`config.mk`:
```
export PLATFORM = sky130hd
export DESIGN_NAME = high_side_output_select
export DESIGN_NICKNAME = d
export VERILOG_FILES = /design/src/verilog/hs_select_pkg.sv /design/src/verilog/duty_link.sv /design/src/verilog/duty_gen.sv /design/src/verilog/high_side_output_select.sv
export VERILOG_INCLUDE_DIRS = /design/src /design/src/verilog
export SDC_FILE = /design/constraint.sdc
export NUM_CORES = 1
export LEC_CHECK = 0
export ABC_AREA = 0
export BUFFER_PORTS_ARGS = -buffer_cell sky130_fd_sc_hd__buf_2
export CAP_MARGIN = 10
export CORE_ASPECT_RATIO = 0.5
export CORE_MARGIN = 10
export CORE_UTILIZATION = 60
export DETAILED_ROUTE_END_ITERATION = 8
export PLACE_DENSITY = 0.9
export SYNTH_ARGS = -nofsm -noshare
export SYNTH_HDL_FRONTEND = slang
export SYNTH_HIERARCHICAL = 1
export SYNTH_SLANG_ARGS = --single-unit
```
`constraint.sdc`:
```
create_clock -name clk -period 7.47 [get_ports clk]
set_input_delay 1.494 -clock clk [delete_from_list [all_inputs] [get_ports clk]]
set_output_delay 1.494 -clock clk [all_outputs]
set_load 0.01 [all_outputs]
```
`src/verilog/hs_select_defs.svh`:
```
// What this block does
// - Bit 6 at 0: supply overvoltage turns all four switches off; at 1: no shutdown.
// - Bit 5 at 0: supply undervoltage turns all four switches off; at 1: no shutdown.
// - Bit 4 at 1: switches resume prior state after supply fault; at 0: no recovery.
// - Shutdown register bits 7 and 3:0 always read zero.
// - Source codes: off, on, timer 1, timer 2, duty 1, duty 2, 110/111 reserved.
// - Switches 1 and 3 use bits 2:0, switches 2 and 4 bits 6:4.
// - Overcurrent or overtemperature clears that switch's source field.
// - Third fault output duty from bits 7:6: 20, 10, 5, 2.5 percent.
// - Pin 2 bits 5:3: 0xx fault 3, off, wake 16us, low-side on, high-side on.
// - Pin 1 bits 2:0 decode like pin 2, but 0xx selects fault output 2.
// - Duty value 0 fully off, 255 fully on, else value/255 of period.
// - Timer source with on-time code 000 holds the switch low.
// Purpose: register offsets, field positions and counts
// Assumes: 7-bit register addresses, 8-bit data
// Notes:   definitions only
`ifndef HS_SELECT_DEFS_SVH
`define HS_SELECT_DEFS_SVH
// ==========================================
// Register offsets
`define SSC_ADDR 7'h10
`define HSA_ADDR 7'h14
`define HSB_ADDR 7'h15
`define MPC_ADDR 7'h17
// ==========================================
// Field positions
`define SSC_OV_BIT 6
`define SSC_UV_BIT 5
`define SSC_REC_BIT 4
`define SRC_LO_MSB 2
`define SRC_LO_LSB 0
`define SRC_HI_MSB 6
`define SRC_HI_LSB 4
`define FAULT_OUT_DUTY_SELECT_MSB 7
`define FAULT_OUT_DUTY_SELECT_LSB 6
`define PIN2_MSB 5
`define PIN2_LSB 3
`define PIN1_MSB 2
`define PIN1_LSB 0
// ==========================================
// Reset values and counts
`define REG_RESET 8'h00
`define SRC_RESET 3'h0
`define TIMER_IDLE 3'h0
`define DUTY_FULL 8'hFF
`define DUTY_LAST 8'hFE
`define FO_LAST 6'h27
`define FO_ON_20 6'h08
`define FO_ON_10 6'h04
`define FO_ON_5 6'h02
`define FO_ON_2P5 6'h01
`endif

```
`src/verilog/hs_select_pkg.sv`:
```
// Purpose: shared types of the high-side select block
// Assumes: header holds the numbers
// Notes:   none
package hs_select_pkg;
    // Switch source codes, in encoding order
    typedef enum logic [2:0] {
        SRC_OFF, SRC_ON, SRC_FIRST_CYCLIC_TIMER, SRC_SECOND_CYCLIC_TIMER, SRC_DUTY1, SRC_DUTY2, SRC_RSV6, SRC_RSV7
    } src_t;
    // Decoded multipurpose pin modes
    typedef enum {PIN_FAULT, PIN_OFF, PIN_WAKE, PIN_LOW, PIN_HIGH} pinMode_t;
endpackage

```
`src/verilog/duty_link.sv`:
```
// Purpose: carrier between select logic and a duty generator
// Assumes: single clock
// Notes:   none
`timescale 1ns/1ps
interface duty_link;
    logic [7:0] duty;
    logic       level;
    modport gen  (input duty, output level);
    modport user (output duty, input level);
endinterface

```
`src/verilog/duty_gen.sv`:
```
// Purpose: 255-step duty generator
// Assumes: duty stable or changing at any time
// Notes:   PRESCALE stretches each step
`timescale 1ns/1ps
`include "hs_select_defs.svh"
module duty_gen #(
    parameter int PRESCALE = 4
) (
    input  wire logic clk,
    input  wire logic rst,
    duty_link.gen     link
);
    // Prescaler counter is 16 bits wide, so larger values would never wrap
    if (PRESCALE < 1 || PRESCALE > 65536) begin : badPrescale
        $error("PRESCALE must be 1 to 65536");
    end
    logic [15:0] pre;
    logic [7:0]  step;
    // ==========================================
    // Step counter, 255 steps 0..254 per period
    always_ff @(posedge clk or posedge rst) begin
        if (rst) begin
            pre  <= 16'h0000;
            step <= 8'h00;
        end else if (pre == 16'(PRESCALE - 1)) begin
            pre  <= 16'h0000;
            step <= (step == `DUTY_LAST) ? 8'h00 : step + 8'h01;
        end else begin
            pre <= pre + 16'h0001;
        end
    end
    // Full scale is also tested directly, though step < 255 already holds on all 255 steps
    always_ff @(posedge clk or posedge rst) begin
        if (rst) link.level <= 1'b0;
        else     link.level <= (link.duty == `DUTY_FULL) || (step < link.duty);
    end
endmodule // duty_gen

```
`src/verilog/high_side_output_select.sv`:
```
// Purpose: register bank and output selection for four switches and two pins
// Assumes: register strobe and timer levels from logic on clk; fault pins asynchronous
// Notes:   read data appears one cycle after the address
`timescale 1ns/1ps
`include "hs_select_defs.svh"
module high_side_output_select
    import hs_select_pkg::*;
#(
    parameter int DUTY_PRESCALE = 4,
    parameter int FO_PRESCALE   = 4
) (
    input  wire logic       clk,
    input  wire logic       rst,
    input  wire logic       softReset,
    input  wire logic       restartReq,
    input  wire logic       wrEn,
    input  wire logic [6:0] addr,
    input  wire logic [7:0] wrData,
    output logic      [7:0] rdData,
    input  wire logic       supplyOvPin,
    input  wire logic       supplyUvPin,
    input  wire logic [3:0] overloadPin,
    input  wire logic [1:0] timerLevel,
    input  wire logic [2:0] timer1OnCode,
    input  wire logic [2:0] timer2OnCode,
    input  wire logic [7:0] duty1,
    input  wire logic [7:0] duty2,
    input  wire logic       faultLevel2,
    input  wire logic       faultLevel3,
    output logic      [3:0] switchOut,
    output logic            pin1Fault,
    output logic            pin1Wake,
    output logic            pin1LowSide,
    output logic            pin1HighSide,
    output logic            pin2Fault,
    output logic            pin2Wake,
    output logic            pin2LowSide,
    output logic            pin2HighSide
);
    // Prescaler counter is 16 bits wide, so larger values would never wrap
    if (FO_PRESCALE < 1 || FO_PRESCALE > 65536) begin : badFoPrescale
        $error("FO_PRESCALE must be 1 to 65536");
    end
    // ==========================================
    // Asynchronous fault inputs, two flops each
    logic [5:0] sync1;
    logic [5:0] sync2;
    always_ff @(posedge clk or posedge rst) begin
        if (rst) begin
            sync1 <= 6'h00;
            sync2 <= 6'h00;
        end else begin
            sync1 <= {supplyOvPin, supplyUvPin, overloadPin};
            sync2 <= sync1;
        end
    end
    logic       ovSeen;
    logic       uvSeen;
    logic [3:0] overload;
    assign ovSeen   = sync2[5];
    assign uvSeen   = sync2[4];
    assign overload = sync2[3:0];
    // ==========================================
    // Registers
    logic [2:0] sdCtrl;   // {ovDisable, uvDisable, recovery}
    src_t       src [4];
    logic [7:0] pinCtrl;
    logic       ovDis;
    logic       uvDis;
    logic       recover;
    logic       shutdown;
    assign ovDis    = sdCtrl[2];
    assign uvDis    = sdCtrl[1];
    assign recover  = sdCtrl[0];
    assign shutdown = (ovSeen && !ovDis) || (uvSeen && !uvDis);
    // Shutdown and pin settings survive a restart, only full resets clear them
    always_ff @(posedge clk or posedge rst) begin
        if (rst) begin
            sdCtrl  <= 3'h0;
            pinCtrl <= `REG_RESET;
        end else if (softReset) begin
            sdCtrl  <= 3'h0;
            pinCtrl <= `REG_RESET;
        end else if (restartReq) begin
            sdCtrl  <= sdCtrl;
        end else if (wrEn && addr == `SSC_ADDR) begin
            sdCtrl <= {wrData[`SSC_OV_BIT], wrData[`SSC_UV_BIT], wrData[`SSC_REC_BIT]};
        end else if (wrEn && addr == `MPC_ADDR) begin
            pinCtrl <= wrData;
        end
    end
    // Source fields; hardware clears win over a write in the same cycle
    always_ff @(posedge clk or posedge rst) begin
        if (rst) begin
            for (int i = 0; i < 4; i++) src[i] <= SRC_OFF;
        end else begin
            for (int i = 0; i < 4; i++) begin
                if (softReset || restartReq) begin
                    src[i] <= SRC_OFF;
                end else if (overload[i]) begin
                    src[i] <= SRC_OFF;
                end else if (shutdown && !recover) begin
                    src[i] <= SRC_OFF;
                end else if (wrEn && addr == ((i < 2) ? `HSA_ADDR : `HSB_ADDR)) begin
                    src[i] <= (i % 2 == 0) ? src_t'(wrData[`SRC_LO_MSB:`SRC_LO_LSB])
                                           : src_t'(wrData[`SRC_HI_MSB:`SRC_HI_LSB]);
                end
            end
        end
    end
    // ==========================================
    // Register read, reserved bits as zero
    always_ff @(posedge clk or posedge rst) begin
        if (rst) begin
            rdData <= `REG_RESET;
        end else begin
            unique case (addr)
                `SSC_ADDR: rdData <= {1'b0, sdCtrl, 4'h0};
                `HSA_ADDR: rdData <= {1'b0, src[1], 1'b0, src[0]};
                `HSB_ADDR: rdData <= {1'b0, src[3], 1'b0, src[2]};
                `MPC_ADDR: rdData <= pinCtrl;
                default:   rdData <= `REG_RESET;
            endcase
        end
    end
    // ==========================================
    // Duty generators
    duty_link dl1 ();
    duty_link dl2 ();
    assign dl1.duty = duty1;
    assign dl2.duty = duty2;
    duty_gen #(.PRESCALE(DUTY_PRESCALE)) dutyA (.clk(clk), .rst(rst), .link(dl1));
    duty_gen #(.PRESCALE(DUTY_PRESCALE)) dutyB (.clk(clk), .rst(rst), .link(dl2));
    // ==========================================
    // Source selection; a stopped timer keeps its switch dark
    function automatic logic srcLevel(input src_t s);
        unique case (s)
            SRC_OFF:    srcLevel = 1'b0;
            SRC_ON:     srcLevel = 1'b1;
            SRC_FIRST_CYCLIC_TIMER: srcLevel = timerLevel[0] && (timer1OnCode != `TIMER_IDLE);
            SRC_SECOND_CYCLIC_TIMER: srcLevel = timerLevel[1] && (timer2OnCode != `TIMER_IDLE);
            SRC_DUTY1:  srcLevel = dl1.level;
            SRC_DUTY2:  srcLevel = dl2.level;
            SRC_RSV6,
            SRC_RSV7:   srcLevel = 1'b0;
        endcase
    endfunction
    // Outputs drop on a fault on the same edge as the field clear
    always_ff @(posedge clk or posedge rst) begin
        if (rst) begin
            switchOut <= 4'h0;
        end else begin
            for (int i = 0; i < 4; i++) begin
                switchOut[i] <= !shutdown && !overload[i] && srcLevel(src[i]);
            end
        end
    end
    // ==========================================
    // Third fault output duty: 40 steps per period
    logic [15:0] foPre;
    logic [5:0]  foStep;
    logic [5:0]  foOn;
    always_ff @(posedge clk or posedge rst) begin
        if (rst) begin
            foPre  <= 16'h0000;
            foStep <= 6'h00;
        end else if (foPre == 16'(FO_PRESCALE - 1)) begin
            foPre  <= 16'h0000;
            foStep <= (foStep == `FO_LAST) ? 6'h00 : foStep + 6'h01;
        end else begin
            foPre <= foPre + 16'h0001;
        end
    end
    always_comb begin
        unique case (pinCtrl[`FAULT_OUT_DUTY_SELECT_MSB:`FAULT_OUT_DUTY_SELECT_LSB])
            2'b00: foOn = `FO_ON_20;
            2'b01: foOn = `FO_ON_10;
            2'b10: foOn = `FO_ON_5;
            2'b11: foOn = `FO_ON_2P5;
        endcase
    end
    // ==========================================
    // Multipurpose pin decode
    function automatic pinMode_t pinMode(input logic [2:0] c);
        if (!c[2])         pinMode = PIN_FAULT;
        else if (c == 3'h4) pinMode = PIN_OFF;
        else if (c == 3'h5) pinMode = PIN_WAKE;
        else if (c == 3'h6) pinMode = PIN_LOW;
        else               pinMode = PIN_HIGH;
    endfunction
    pinMode_t mode1;
    pinMode_t mode2;
    assign mode1 = pinMode(pinCtrl[`PIN1_MSB:`PIN1_LSB]);
    assign mode2 = pinMode(pinCtrl[`PIN2_MSB:`PIN2_LSB]);
    always_ff @(posedge clk or posedge rst) begin
        if (rst) begin
            {pin1Fault, pin1Wake, pin1LowSide, pin1HighSide} <= 4'h0;
            {pin2Fault, pin2Wake, pin2LowSide, pin2HighSide} <= 4'h0;
        end else begin
            pin1Fault    <= (mode1 == PIN_FAULT) && faultLevel2;
            pin1Wake     <= mode1 == PIN_WAKE;
            pin1LowSide  <= mode1 == PIN_LOW;
            pin1HighSide <= mode1 == PIN_HIGH;
            pin2Fault    <= (mode2 == PIN_FAULT) && faultLevel3 && (foStep < foOn);
            pin2Wake     <= mode2 == PIN_WAKE;
            pin2LowSide  <= mode2 == PIN_LOW;
            pin2HighSide <= mode2 == PIN_HIGH;
        end
    end
endmodule // high_side_output_select

```
### After elaboration in Yosys (flattened, before gate mapping)

Cells that the tools add are included.

| storage, ports and cells | value |
|---|---|
| logic and storage cells | 188 |
| bits in read-only memories | 0 |
| memories kept | 0 |
| register bits after elaboration | 127 |
| bits of input ports | 52 |
| RAM bits | 0 |
| bits in latches | 0 |
| output and inout port bits | 20 |

| cells by class | value |
|---|---|
| equal/unequal tests | 57 |
| $lt $le $gt $ge | 3 |
| mux-type cells | 43 |
| $mul | 0 |
| reduce and logical (&&, ||, !) cells | 53 |
| add/subtract/negate cells | 6 |
| divide/modulo/power cells | 0 |
| bitwise operators | 0 |
| shift-type cells | 0 |

Operators with widths:

| kind | count |
|---|---|
| 32-bit by 3-bit equality test with 1-bit output, second input constant | 4 |
| 3-bit two-way mux | 27 |
| 3-bit equality test, second input constant | 22 |
| 32-bit by 4-bit equality test with 1-bit output, second input constant | 2 |
| 32-bit logical NOT | 2 |
| 16-bit by 1-bit adder with 16-bit output, second input constant | 3 |
| 16-bit by 2-bit equality test with 1-bit output, second input constant | 3 |
| 16-bit two-way mux | 3 |
| 8-bit two-way mux | 6 |
| 8-bit equality test, second input constant | 4 |
| 8-bit case mux with 4 select lines | 1 |
| 7-bit by 5-bit equality test with 1-bit output, second input constant | 4 |
| 3-bit by 2-bit equality test with 1-bit output, second input constant | 8 |
| 1-bit case mux with 6 select lines | 4 |
| 6-bit case mux with 4 select lines | 1 |
| 1-bit logical AND | 20 |
| 8-bit by 1-bit adder with 8-bit output, second input constant | 2 |
| 8-bit < comparator | 2 |
| 4-bit nonzero test | 4 |
| 3-bit by 1-bit equality test with 1-bit output, second input constant | 4 |
| 3-bit logical NOT | 4 |
| 3-bit OR reduction | 4 |
| 1-bit logical NOT | 8 |
| 6-bit by 1-bit adder with 6-bit output, second input constant | 1 |
| other kinds (12) | 19 |

### Longest topological paths before layout

Gate-level depths: netlist of the first run.

| logic depth | value |
|---|---|
| depth after elaboration | 8 |
| gate-level depth with buffers | 6 |
| depth with buffers taken out | 6 |

### By module

The synthesis of the first run kept the hierarchy.

By module, submodules not included:

| module | area each (um^2) | times used | cells an instance | sequential area each (um^2) |
|---|---|---|---|---|
| high_side_output_select | 3400.8 | 1 | 295 | 1926.8 |
| duty_gen at dutyB | 1453.9 | 1 | 135 | 625.6 |
| duty_gen at dutyA | 1437.6 | 1 | 140 | 625.6 |

### Worst setup path after synthesis of the first run

No wires, ideal clock.

| timing | value |
|---|---|
| path kind | input -> register |
| start | input addr[3] |
| end | register src[0] (netlist name) |
| arrival time | 2.472 ns |
| required time | 7.336 ns |
| cell stages on the path | 4 |
| setup time | 0.134 ns |
| buffers on the path | 0 |
| setup slack | 4.863 ns |
| cell sequence | nor4b_4 nand4_2 mux2i_1 nor3_1 |

| between the ends | value |
|---|---|
| cells in the longest elaborated chain, start to end | 3 |

RTL lines:

| what | RTL line | text |
|---|---|---|
| start: declaration | high_side_output_select.sv:17 | `input wire logic [6:0] addr,` |
| 7-bit by 5-bit equality test with 1-bit output | high_side_output_select.sv:104 | `` end else if (wrEn && addr == ((i < 2) ? `HSA_ADDR : `HSB_ADDR)) begin `` |
| 1-bit logical AND | high_side_output_select.sv:104 |  |
| 4-bit nonzero test (no line) | - |  |
| end signal: indexed assignment | high_side_output_select.sv:105 | `` src[i] <= (i % 2 == 0) ? src_t'(wrData[`SRC_LO_MSB:`SRC_LO_LSB]) `` |
| end: declaration | high_side_output_select.sv:66 | `src_t src [4];` |

No other way between the ends.
A chain may end at the register's enable or synchronous reset.

### Worst setup path in the final report of the first run

| timing | value |
|---|---|
| start | input addr[3] |
| end | register src[11] (netlist name) |

The elaborated chain is that of the path after synthesis.

==> results of run 1 <==
[state kept, by name (all words and copies together) (netlist names), 3 cells and up]
register / flops
sdCtrl: 3
sync1: 6
sync2: 6
dutyA/pre: 16
pinCtrl: 8
rdData: 8
src: 12
dutyB/step: 8
foPre: 16
dutyB/pre: 16
dutyA/step: 8
foStep: 6
switchOut: 4
[how the worst max path moves through the flow]
stage                        from                  end  slack [ps]  depth (start not counted)
final                     addr[3]  src[11]$_DFFE_PP0P_        4830                          5
after global routing      addr[3]  src[11]$_DFFE_PP0P_        4800                          5
after CTS                 addr[3]  src[11]$_DFFE_PP0P_        4860                          5
after detailed placement  addr[3]   src[8]$_DFFE_PP0P_        4520                          5
after global placement    addr[3]   src[3]$_DFFE_PP0P_        4600                          5
after floorplan               rst   foPre[0]$_DFF_PP0_        4010                          1
[power groups by stage]
stage / logic (mW) / registers [mW] / clock network, mW
floorplan: 0.0272 / 0.706 / 0
global placement: 0.0506 / 0.707 / 0
detailed placement: 0.0527 / 0.707 / 0
CTS: 0.0537 / 0.695 / 0.751
global route: 0.0596 / 0.695 / 0.784
finish: 0.0528 / 0.695 / 0.749
[logic make-up after synthesis]
logic type	Yosys count	synth area share, %
and+or+nand+nor	227	22.0
DFF	127	50.5
AOI/OAI and AO/OA	76	8.49
xor gates and xnor gates	43	5.99
buffers and inverters	39	2.66
muxes	33	5.37
adders and majority gates	25	4.97
[metal layers]
layer	vias to the layer above	global-route usage, %	share of wire (%)
met5	-	0	0
met4	0	8.58	1.5
met3	25	3.98	6.2
met2	173	34.1	52
met1	2382	21.4	40
li1	2204	-	-
[cell type report]
type,count,area [um2],share of cell area [%]
clock buffer,21,440,6.03
clock inverter,11,93.8,1.28
inverter,29,109,1.49
multi-input combinational,404,2950,40.3
sequential,127,3180,43.5
tap,140,175,2.40
timing repair buffer,72,363,4.97
[metrics by stage]
step | utilization, % | instances | hold slack (ps)
CTS | 71.5 | 804 | 349
detailed placement | 66.3 | 772 | 335
finish | 71.5 | 804 | 347
global route | 71.5 | 804 | 363
floorplan | - | 570 | 331
global placement | 66.3 | 772 | 333
[cells in the mapped netlist (13+ instances only)]
cell	number	area (um2)
sky130_fd_sc_hd__nand3_1	23	115
sky130_fd_sc_hd__xnor2_1	30	263
sky130_fd_sc_hd__nor2_1	44	165
sky130_fd_sc_hd__xor2_1	13	114
sky130_fd_sc_hd__nand2_1	38	143
sky130_fd_sc_hd__dfrtp_1	127	3180
sky130_fd_sc_hd__ha_1	25	313
sky130_fd_sc_hd__nor3_1	27	135
sky130_fd_sc_hd__and3_1	15	93.8
sky130_fd_sc_hd__o21ai_0	13	65.1
sky130_fd_sc_hd__mux2i_1	30	300
sky130_fd_sc_hd__inv_1	29	109
[critical path, delay by kind of cell]
kind | cells | cell delay (ps)
simple gates | 3 | 1000
mux | 1 | 300
buf+inv | 1 | 120
==> results, run 1 <==
- The number of cells produced by synthesis is 570.
- The share of total power dissipated in sequential elements is 46.4%.
- The CTS tree is built.
- The worst setup path is captured at a flop.
- The final number of max-transition violations is 0.
- The max-slew headroom at the worst pin is 37.0%.
- The number of hold-slack violations in the final timing report was 0.
- The layout cell share with drive strength beyond 1 is 20.5%.
- The total overflow left after global routing is 0.
- The die covers 15200 um2.
- For this run, design rule violations remaining after detail routing come to 0.
- For this run, the slowest stage of the critical path takes 560 ps.
- After routing the design area is 7310 um2.
- The origin of the worst min-delay path is sync1[2]$_DFF_PP0_.
- The internal power of the cells totals 1.16 mW.
- The launch instance of the worst register-to-register path is foPre[0]$_DFF_PP0_.
- Leaving out fill and tap cells, the most frequent cell in the layout is sky130_fd_sc_hd__dfrtp_1.
- Setup violations remaining at the end of the flow were counted as 0.
- Routability-driven placement finished with a final weighted congestion of 0.886.
- The setup check on the worst reg-to-reg path leaves a slack of 5570 ps.
- In the layout the commonest cells are sky130_fd_sc_hd__dfrtp_1 (127), sky130_fd_sc_hd__buf_2 (71), sky130_fd_sc_hd__nor2_1 (44).
- The hold-critical path endpoint is sync2[2]$_DFF_PP0_.
- The number of different library cells used by synthesis comes to 65.
- The smallest setup slack after layout is 4830 ps.
- The endpoint identified for the worst register-to-register timing path is foStep[0]$_DFFE_PP0N_.
- The synthesized netlist net count is 647.
- The worst-path cell with the longest stage delay is sky130_fd_sc_hd__nor4b_4.
- OpenSTA, run right after detailed placement, puts the worst setup slack at 4520 ps.
- On the final layout, the worst clock skew is 7.32 ps.
- After floorplanning, the core was sized to cover 10200 um2.
- Timing would allow up to 0.379 GHz.
- The number of synthesis warnings is 6.
- The buffer levels on the longest clock path is 2.
- Setup repair after global routing left no endpoint under its margin.
- Along the worst hold path, the cell count comes to 0.
- The cell area power density is 205 nW/um2.
- The number of global-route vias before repair is 4872.
- The first global-routing pass estimated 23.6 mm of wire.
- The CTS root buffer is sky130_fd_sc_hd__clkbuf_16.
- From bottom edge to top edge, the die measures 92.4 um.
- The number of DRC markers after the initial detailed-route iteration is 392.
- The switching share of power is 22.2%.
- The placement row count is 26.
- The share of total power dissipated in combinational logic is 3.5%.
- The synthesized design contains 0 enable-type register cells.
- The number of cells on the worst reg-to-reg path is 4.
- The post-CTS setup repair buffer count is 0.
- In this run the cell area measured after placement is 6770 um2.
- The clock network latency to the later pin of the worst-skew pair is 410 ps.
- The tool flagged a number of max-cap violations equal to 0.
- The post-cts hold buffer count is 0.
- The required arrival time at the worst endpoint is 7740 ps.
- The biggest fanout along the worst timing path is 6.
- The antenna diode count is 0.
- The flow ran to the end, and the final reports show no timing, DRC or antenna violations.
- The number of optimization iterations in the first detailed-route pass is 5.
- For this design, the sink count on the clock tree is 127.
- The final layout contains 728 nets.
- The HPWL after detailed placement is 9.43 mm.
- The wire length per cell is 17.6 um.
- The leakage dissipation is 3.60 nW.
- The top-level port count is 72.
- After clock tree synthesis, the clock-pin slew on the worst setup and hold paths is 60 ps.
- Of the total power, the clock network draws 50.0%.
- In this run, synthesis produced a sequential element count of 127.
- The critical path in this run is classified as input pin to flop.
- In this run the horizontal extent of the chip is 165 um.
- The analysis attributes to net switching a power of 0.332 mW.
- Once the floorplan was initialized, standard cells occupied 61.6% of the core.
- The dominant synthesized flop cell is sky130_fd_sc_hd__dfrtp_1.
- The synthesized area divided by synthesized cell count is 11.0 um2.
- The total detailed-routing wirelength is 14.2 mm.
- The initial antenna violation count is 0.
- CTS built an H-tree with a depth of 4.
- The proportion of synthesized flip-flops having asynchronous set or reset is 100%.
- The setup total negative slack is 0 ps.
- The number of buffer cells added on primary ports is 71.
- The worst-case vdd ir drop is 0.115 mV.
- Entering global routing, the biggest net connects 78 pins.
- For this run, the total global-route usage over all layers was measured as 19.0%.
- Of the available clock period, the critical path in the final layout requires 35.3%.
- At the pin with the least slew margin, the transition time is 944 ps.
- The area growth from synthesis to layout is 16.1%.
- Across all layers, the routed design uses 4784 vias.
- The path class of the tightest hold or removal check is flop to flop.
- The number of gates resized after CTS is 0.
- Using the TritonRoute via totals, the vias-per-cell ratio works out to 5.95.
- The final period demand of the worst path is 2640 ps.
- The number of clock buffers added by TritonCTS is 17.
- The filler cells instantiated in the layout total 674.
- The signal on the critical path passes through buf_2 -> nor4b_4 -> nand4_2 -> mux2i_1 -> nor3_1.
- STA classifies the critical path startpoint as an input pin.
- The total design power is 1.50 mW.
- Summing every instance area after synthesis gives 6290 um2.
- The number of nets with antenna violations after routing is 0.
- Summing the sequential cell areas from Yosys gives 50.5% of the chip area.
- The arrival time of the worst setup path is 2910 ps.
Power figures use the tool's default switching activity.
==> inputs of run 2 (changes only) <==
--- a/config.mk
+++ b/config.mk
@@ -11,9 +11,9 @@
 export CAP_MARGIN = 10
 export CORE_ASPECT_RATIO = 0.5
 export CORE_MARGIN = 10
-export CORE_UTILIZATION = 60
+export CORE_UTILIZATION = 53
 export DETAILED_ROUTE_END_ITERATION = 8
-export PLACE_DENSITY = 0.9
+export PLACE_DENSITY = 0.84
 export SYNTH_ARGS = -nofsm -noshare
 export SYNTH_HDL_FRONTEND = slang
 export SYNTH_HIERARCHICAL = 1
==> constraint.sdc (replaced) <==
create_clock -name clk -period 2.1 [get_ports clk]
set_input_delay 0.42 -clock clk [delete_from_list [all_inputs] [get_ports clk]]
set_output_delay 0.42 -clock clk [all_outputs]
set_load 0.01 [all_outputs]
==> run 2 against run 1 <==
Final cell count up 3.5%. Clock skew up 1.0 ps. Combinational power rose to 3.7 times the previous value. Die area up 11%. Via count down 1.3%. Sequential share of layout area down 0.93 points. Worst hold slack worse by 320 ps. Register-to-register slack worse by 5400 ps. Design area up 2.2%. Critical path depth down 1. Highest routed layer unchanged. Global-route usage down 1.7 points. Wire length up 0.42%.
==> results, run 2 (synthesized netlist as in run 1, its figures left out) <==
- Run status: completed (unchanged).
- The post-CTS setup repair buffer count was 0 (unchanged).
- The placement row count is 28 (was 26).
- The total grt overflow is 0 (unchanged).
- The number of hold-slack violations in the final timing report is 0 (unchanged).
- The arrival time of the worst setup path is 2190 ps (was 2910 ps).
- The number of DRC markers after the initial detailed-route iteration came to 398 (was 392).
- The final number of max-transition violations is 0 (unchanged).
- The dominant delay contributor by cell family on the critical path is simple AND/OR/NAND/NOR gates (unchanged).
- The post-cts hold buffer count is 0 (unchanged).
- The top-level port count came to 72 (unchanged).
- The HPWL after detailed placement is 10.0 mm (was 9.43 mm).
- The area of all placed cells without fillers is 7470 um2 (was 7310 um2).
- The required arrival time at the worst endpoint came to 2400 ps (was 7740 ps).
- The kind of critical path is flop to flop (was input pin to flop).
- The layout cell share with drive strength beyond 1 is 21.4% (was 20.5%).
- The number of optimization iterations in the first detailed-route pass is 4 (was 5).
- The horizontal extent of the die is 174 um (was 165 um).
- The pin count of the biggest net entering global routing came to 61 (was 78).
- The final worst hold slack came to 22.9 ps (was 347 ps).
- Ordered cell list for the critical path: ha_1 -> nor4b_1 -> and4_1 -> mux2_2 (was buf_2 -> nor4b_4 -> nand4_2 -> mux2i_1 -> nor3_1).
- The final estimated routing congestion in global placement is 0.862 (was 0.886).
- The element type at the critical path start is a flop (was input pin).
- The worst-path cell with the longest stage delay is sky130_fd_sc_hd__and4_1 (was sky130_fd_sc_hd__nor4b_4).
- The worst-case vdd ir drop is 0.514 mV (was 0.115 mV).
- The cell area power density came to 765 nW/um2 (was 205 nW/um2).
- The CTS tree is built (unchanged).
- The final setup violation count is 0 (unchanged).
- The level count of the clock H-tree was 4 (unchanged).
- The clock network latency to the later pin of the worst-skew pair was 420 ps (was 410 ps).
- The sort of element at the end of the critical path is a flop (unchanged).
- The footprint of the multi-input gates was 2950 um2 (unchanged).
- The TritonCTS sink count is 127 (unchanged).
- The aggregate global-route resource usage is 17.3% (was 19.0%).
- The remaining design rule violation count is 0 (unchanged).
- The end-of-flow core utilization is 63.8% (was 71.5%).
- The total placed instance area was 6840 um2 (was 6770 um2).
- The number of nets in the layout is 731 (was 728).
- The pre-CTS worst setup slack is 217 ps (was 4520 ps).
- The combined flip-flop and latch cell area is 3180 um2 (unchanged).
- The floorplan die height is 97.0 um (was 92.4 um).
- The most common cell after layout, fill and taps aside is sky130_fd_sc_hd__dfrtp_1 (unchanged).
- The area inside the core boundary came to 11700 um2 (was 10200 um2).
- The smallest setup slack after layout is 203 ps (was 4830 ps).
- The leakage dissipation came to 3.64 nW (was 3.60 nW).
- Top library cells by usage in the layout, fill and taps aside: sky130_fd_sc_hd__dfrtp_1 (127), sky130_fd_sc_hd__buf_2 (71), sky130_fd_sc_hd__nor2_1 (44) (unchanged).
- The setup total negative slack is 0 ps (unchanged).
- The number of nets with antenna violations after routing is 0 (unchanged).
- The overall die area came to 16900 um2 (was 15200 um2).
- The number of gates resized after CTS is 0 (unchanged).
- The post-placement cell count is 800 (was 772).
- The max-slew headroom at the worst pin is 65.2% (was 37.0%).
- The number of buffer cells added on primary ports is 71 (unchanged).
- The maximum single-stage delay on the critical path came to 500 ps (was 560 ps).
- The number of non-filler instances in the completed layout is 832 (was 804).
- The vias after detailed routing is 4720 (was 4784).
- The buffer levels on the longest clock path came to 2 (unchanged).
- The initial antenna violation count was 0 (unchanged).
- The transition time of the tightest slew-check pin is 517 ps (was 944 ps).
- The number of maximum-capacitance violations came to 0 (unchanged).
- The area added between synthesis and finish is 18.7% (was 16.1%).
- For the finished layout, the period the worst path requires is 1900 ps.
- The biggest fanout along the worst timing path came to 10 (was 6).
- The CTS root buffer was sky130_fd_sc_hd__clkbuf_16 (unchanged).
- Leading registers by flop count: dutyA/pre: 16 flops, dutyB/pre: 16 flops, foPre: 16 flops (unchanged).
- The count of buffer and inverter cells on the critical path came to 0 (was 1).
- The total design power was 5.71 mW (was 1.50 mW).
- The total detailed-routing wirelength was 14.2 mm (about the same).
- The vias per cell is 5.67 (was 5.95).
- The wire length per cell is 17.1 um (was 17.6 um).
- The initial core utilization is 53.8% (was 61.6%).
- The antenna diode count is 0 (unchanged).
- The type of the tightest min-delay check is input pin to asynchronous set/reset pin (was flop to flop).
- The filler cell count is 875 (was 674).
- RSZ-0062 raised after global routing: no (unchanged).
- The largest clock skew in the final design came to 8.32 ps (was 7.32 ps).
- The worst path uses 90.3% of the clock period.
- The maximum achievable frequency is 0.527 GHz.
- The register clock-pin slew on the reported worst setup and hold paths was 60 ps (about the same).
- The wire length of the first global-routing pass is 24.1 mm (was 23.6 mm).
- The clock buffer count from CTS is 17 (unchanged).
- The number of global-route vias before repair is 4954 (was 4872).
==> run 2: report_power, final <==
part           internal (mW)  total, mW  switching (mW)
Sequential              2.46       2.47         0.00924
Clock                   1.96       3.05            1.08
Combinational         0.0698      0.196           0.126
Total                   4.50       5.71            1.22
==> run 2: final timing paths <==
path / start / cells after the start / to / slack, ps
worst max register to register: foPre[0]$_DFF_PP0_ / 4 / foStep[0]$_DFFE_PP0N_ / 200
min in group clk: supplyUvPin / 1 / sync1[4]$_DFF_PP0_ / 110
worst min-delay path: rst / 2 / sync2[4]$_DFF_PP0_ / 20
worst max-delay path: foPre[0]$_DFF_PP0_ / 4 / foStep[0]$_DFFE_PP0N_ / 200
max in group asynchronous: rst / 3 / pinCtrl[7]$_DFFE_PP0P_ / 1460
worst min register to register: sync1[5]$_DFF_PP0_ / 0 / sync2[5]$_DFF_PP0_ / 340
==> run 2: cell type report <==
class / count / area share (%)
Tap cell: 165 / 2.77
Inverter: 29 / 1.51
Clock inverter: 12 / 2.11
Multi-Input combinational cell: 404 / 39.5
Clock buffer: 20 / 6.25
Sequential cell: 127 / 42.6
Timing Repair Buffer: 75 / 5.33
==> run 2: worst register-to-register path, cell delays in order (launching register included) <==
cell and delay [ps]:
sky130_fd_sc_hd__dfrtp_1 400, sky130_fd_sc_hd__ha_1 250, sky130_fd_sc_hd__nor4b_1 230, sky130_fd_sc_hd__and4_1 500
sky130_fd_sc_hd__mux2_2 400
==> run 2: per-layer routing <==
| layer | up-vias | global-route usage, % | share of wire, % |
|---|---|---|---|
| met1 | 2345 | 19.3 | 41 |
| met2 | 125 | 30.7 | 52 |
| met4 | 0 | 7.97 | 2.0 |
| li1 | 2222 | - | - |
| met3 | 28 | 4.19 | 4.7 |
| met5 | - | 0 | 0 |
==> inputs of run 3 (changes only) <==
--- a/config.mk
+++ b/config.mk
@@ -16,5 +16,4 @@
 export PLACE_DENSITY = 0.84
 export SYNTH_ARGS = -nofsm -noshare
 export SYNTH_HDL_FRONTEND = slang
-export SYNTH_HIERARCHICAL = 1
 export SYNTH_SLANG_ARGS = --single-unit
==> run 3 against run 2 <==
Clock skew fell by 1.7 ps. Die area fell by 2.6%. Via count fell by 1.0%. Sequential share of layout area rose by 1.1 points. Utilization rose by 1.7 points. First-iteration DRC count fell by 0.50%. Final cell count fell by 1.2%. Clock-buffer cell count did not move. Synthesized cell count rose by 1.1%. Fmax rose by 4.6%. Largest power group unchanged. Highest routed layer unchanged.
==> results, run 3 <==
- The register clock-pin slew on the reported worst setup and hold paths was 60 ps (about the same).
- The number of DRC markers after the initial detailed-route iteration came to 396 (was 398).
- The final setup violation count is 0 (unchanged).
- The count of cell types in the netlist came to 47 (was 65).
- The cell type with the highest aggregate area in the netlist is sky130_fd_sc_hd__dfrtp_1 (unchanged).
- The setup total negative slack is 0 ps (unchanged).
- The aggregate global-route resource usage was 17.0% (was 17.3%).
- The element type at the critical path start is a flop (unchanged).
- The TritonCTS sink count was 127 (unchanged).
- The depth of the most critical reg-to-reg path came to 5 (was 4).
- The final estimated routing congestion in global placement came to 0.857 (was 0.862).
- The CTS tree is built (unchanged).
- The total detailed-routing wirelength is 13.5 mm (was 14.2 mm).
- The total grt overflow is 0 (unchanged).
- The required arrival time at the worst endpoint is 2400 ps (about the same).
- The number of enable-type register cells in the synthesized netlist came to 0 (unchanged).
- The number of non-filler instances in the completed layout is 822 (was 832).
- The most common cell after layout, fill and taps aside is sky130_fd_sc_hd__dfrtp_1 (unchanged).
- The vias after detailed routing came to 4672 (was 4720).
- The flop-to-flop setup slack is 290 ps (was 200 ps).
- Run status: completed (unchanged).
- The number of nets in the layout is 742 (was 731).
- The level count of the clock H-tree is 4 (unchanged).
- The post-cts hold buffer count is 0 (unchanged).
- The placement row count is 27 (was 28).
- The leakage dissipation is 3.56 nW (was 3.64 nW).
- Leading registers by flop count: dutyA.pre: 16 flops, dutyB.pre: 16 flops, foPre: 16 flops (was dutyA/pre: 16 flops, dutyB/pre: 16 flops, foPre: 16 flops).
- The post-CTS setup repair buffer count is 0 (unchanged).
- The HPWL after detailed placement is 9.39 mm (was 10.0 mm).
- The final period demand of the worst path is 1810 ps (was 1900 ps).
- The biggest fanout along the worst timing path is 5 (was 10).
- The overall die area is 16500 um2 (was 16900 um2).
- The sequential element share of the synthesized area is 52.1% (was 50.5%).
- The flip-flop and latch count after synthesis came to 127 (unchanged).
- The share of the cycle needed by the critical path after routing was 86.4% (was 90.3%).
- The kind of critical path is flop to flop (unchanged).
- The worst-case vdd ir drop is 0.550 mV (was 0.514 mV).
- The final number of max-transition violations is 0 (unchanged).
- Top library cells by usage in the layout, fill and taps aside: sky130_fd_sc_hd__dfrtp_1 (127), sky130_fd_sc_hd__buf_2 (71), sky130_fd_sc_hd__nor2_1 (46) (was sky130_fd_sc_hd__dfrtp_1 (127), sky130_fd_sc_hd__buf_2 (71), sky130_fd_sc_hd__nor2_1 (44)).
- RSZ-0062 raised after global routing: no (unchanged).
- The vias per cell came to 5.68 (was 5.67).
- The floorplan die height was 95.9 um (was 97.0 um).
- The number of cells produced by synthesis came to 576 (was 570).
- The fraction of post-synthesis cell area in the top cell type by area is 52.1% (was 50.5%).
- The initial core utilization is 54.9% (was 53.8%).
- The number of gates resized after CTS is 0 (unchanged).
- The area added between synthesis and finish was 19.4% (was 18.7%).
- The number of maximum-capacitance violations is 0 (unchanged).
- The synthesized netlist net count is 653 (was 647).
- The proportion of synthesized flip-flops having asynchronous set or reset came to 100% (unchanged).
- The maximum achievable frequency is 0.551 GHz (was 0.527 GHz).
- The final worst hold slack was 65.0 ps (was 22.9 ps).
- The initial antenna violation count is 0 (unchanged).
- The number of optimization iterations in the first detailed-route pass was 6 (was 4).
- The pin count of the biggest net entering global routing is 66 (was 61).
- The global routing met1 resource utilization is 20.1% (was 19.3%).
- Synth top cells by count: sky130_fd_sc_hd__dfrtp_1 (127), sky130_fd_sc_hd__nor2_1 (46), sky130_fd_sc_hd__nand2_1 (37) (was sky130_fd_sc_hd__dfrtp_1 (127), sky130_fd_sc_hd__nor2_1 (44), sky130_fd_sc_hd__nand2_1 (38)).
- The buffer levels on the longest clock path is 2 (unchanged).
- The clock network latency to the later pin of the worst-skew pair was 410 ps (was 420 ps).
- The cell area power density is 771 nW/um2 (was 765 nW/um2).
- The arrival time of the worst setup path was 2110 ps (was 2190 ps).
- The wire length per cell is 16.4 um (was 17.1 um).
- The synthesized area divided by synthesized cell count was 10.6 um2 (was 11.0 um2).
- The number of buffer cells added on primary ports came to 71 (unchanged).
- The sort of element at the end of the critical path is a flop (unchanged).
- The remaining design rule violation count is 0 (unchanged).
- The layout cell share with drive strength beyond 1 is 18.0% (was 21.4%).
- The synthesized cell area came to 6100 um2 (was 6290 um2).
- The combined flip-flop and latch cell area was 3180 um2 (unchanged).
- The most frequent cell after synthesis is sky130_fd_sc_hd__dfrtp_1 (unchanged).
- The wire length of the first global-routing pass came to 22.4 mm (was 24.1 mm).
- The area inside the core boundary came to 11100 um2 (was 11700 um2).
- The number of synthesis warnings was 0 (was 6).
- The number of nets with antenna violations after routing is 0 (unchanged).
- The max-slew headroom at the worst pin is 46.2% (was 65.2%).
- The type of the tightest min-delay check was input pin to asynchronous set/reset pin (unchanged).
- The antenna diode count is 0 (unchanged).
- The largest clock skew in the final design is 6.64 ps (was 8.32 ps).
- The CTS root buffer is sky130_fd_sc_hd__clkbuf_16 (unchanged).
- The global-route track usage on met3 is 4.04% (was 4.19%).
- The fraction of met2 tracks used by global routing came to 29.8% (was 30.7%).
- Largest cells by area after synthesis: sky130_fd_sc_hd__dfrtp_1 (52%), sky130_fd_sc_hd__mux2i_1 (5.3%), sky130_fd_sc_hd__ha_1 (5.1%) (was sky130_fd_sc_hd__dfrtp_1 (51%), sky130_fd_sc_hd__ha_1 (5.0%), sky130_fd_sc_hd__mux2i_1 (4.8%)).
- The horizontal extent of the die was 172 um (was 174 um).
- The number of hold-slack violations in the final timing report is 0 (unchanged).
- The most used routing layer was met2 (unchanged).
- The footprint of the multi-input gates is 2760 um2 (was 2950 um2).
- The filler cell count is 793 (was 875).
- The clock buffer count from CTS is 17 (unchanged).
- The dominant synthesized flop cell is sky130_fd_sc_hd__dfrtp_1 (unchanged).
- The transition time of the tightest slew-check pin is 799 ps (was 517 ps).
- The number of global-route vias before repair was 4640 (was 4954).
- The post-placement cell count is 791 (was 800).
- The top-level port count is 72 (unchanged).
==> run 3: logic make-up after synthesis <==
logic type	after synthesis	synth area share, %
buf+inv	43	2.75
simple gates	222	19.9
compound gates	83	8.47
flops	127	52.1
mux	34	5.62
xor+xnor	42	6.03
fa+ha+maj	25	5.13
==> run 3: worst paths after layout <==
path                                              to              startpoint
max                        dutyB.step[6]$_DFFE_PP0N_  dutyB.pre[0]$_DFF_PP0_
min                               sync1[1]$_DFF_PP0_                     rst
max reg2reg                dutyB.step[6]$_DFFE_PP0N_  dutyB.pre[0]$_DFF_PP0_
min reg2reg                       sync2[2]$_DFF_PP0_      sync1[2]$_DFF_PP0_
max in group asynchronous         foPre[5]$_DFF_PP0_                     rst
min in group clk                  sync1[0]$_DFF_PP0_          overloadPin[0]
==> run 3: metal layers <==
layer  part of all wire, %  up-vias
li1                      -     2236
met1                    42     2286
met2                    50      133
met3                   6.1       17
met4                   1.2        0
met5                     0        -
==> run 3: stage by stage <==
step           area (um2)  setup WS [ps]  total power, mW  utilization, %
6_report             7280            286             5.61            65.5
5_1_grt              7280            159             5.79            65.5
4_1_cts              7280            299             5.66            65.5
3_5_place_dp         6690            113             2.71            60.2
3_3_place_gp         6690            193             2.70            60.2
2_1_floorplan        6100            113             2.61               -
==> run 3: layout make-up <==
cell class,count,area share (%)
clock buffer,20,6.27
clock inverter,11,1.92
inverter,34,1.80
multi-input combinational,406,37.8
sequential,127,43.6
tap,145,2.49
timing repair buffer,79,6.05
==> run 3: where the power goes <==
part           switching (mW)  total (mW)  internal [mW]
registers             0.00911        2.47           2.46
clock network            1.04        2.95           1.91
logic                   0.119       0.192         0.0726
total                    1.17        5.61           4.45
==> run 3: critical path, cell delays in order, from the launching register on <==
cell and delay (ps):
sky130_fd_sc_hd__dfrtp_1 380, sky130_fd_sc_hd__ha_1 250, sky130_fd_sc_hd__nor4b_1 340, sky130_fd_sc_hd__and4_1 370
sky130_fd_sc_hd__o21ai_0 130, sky130_fd_sc_hd__a22o_1 240
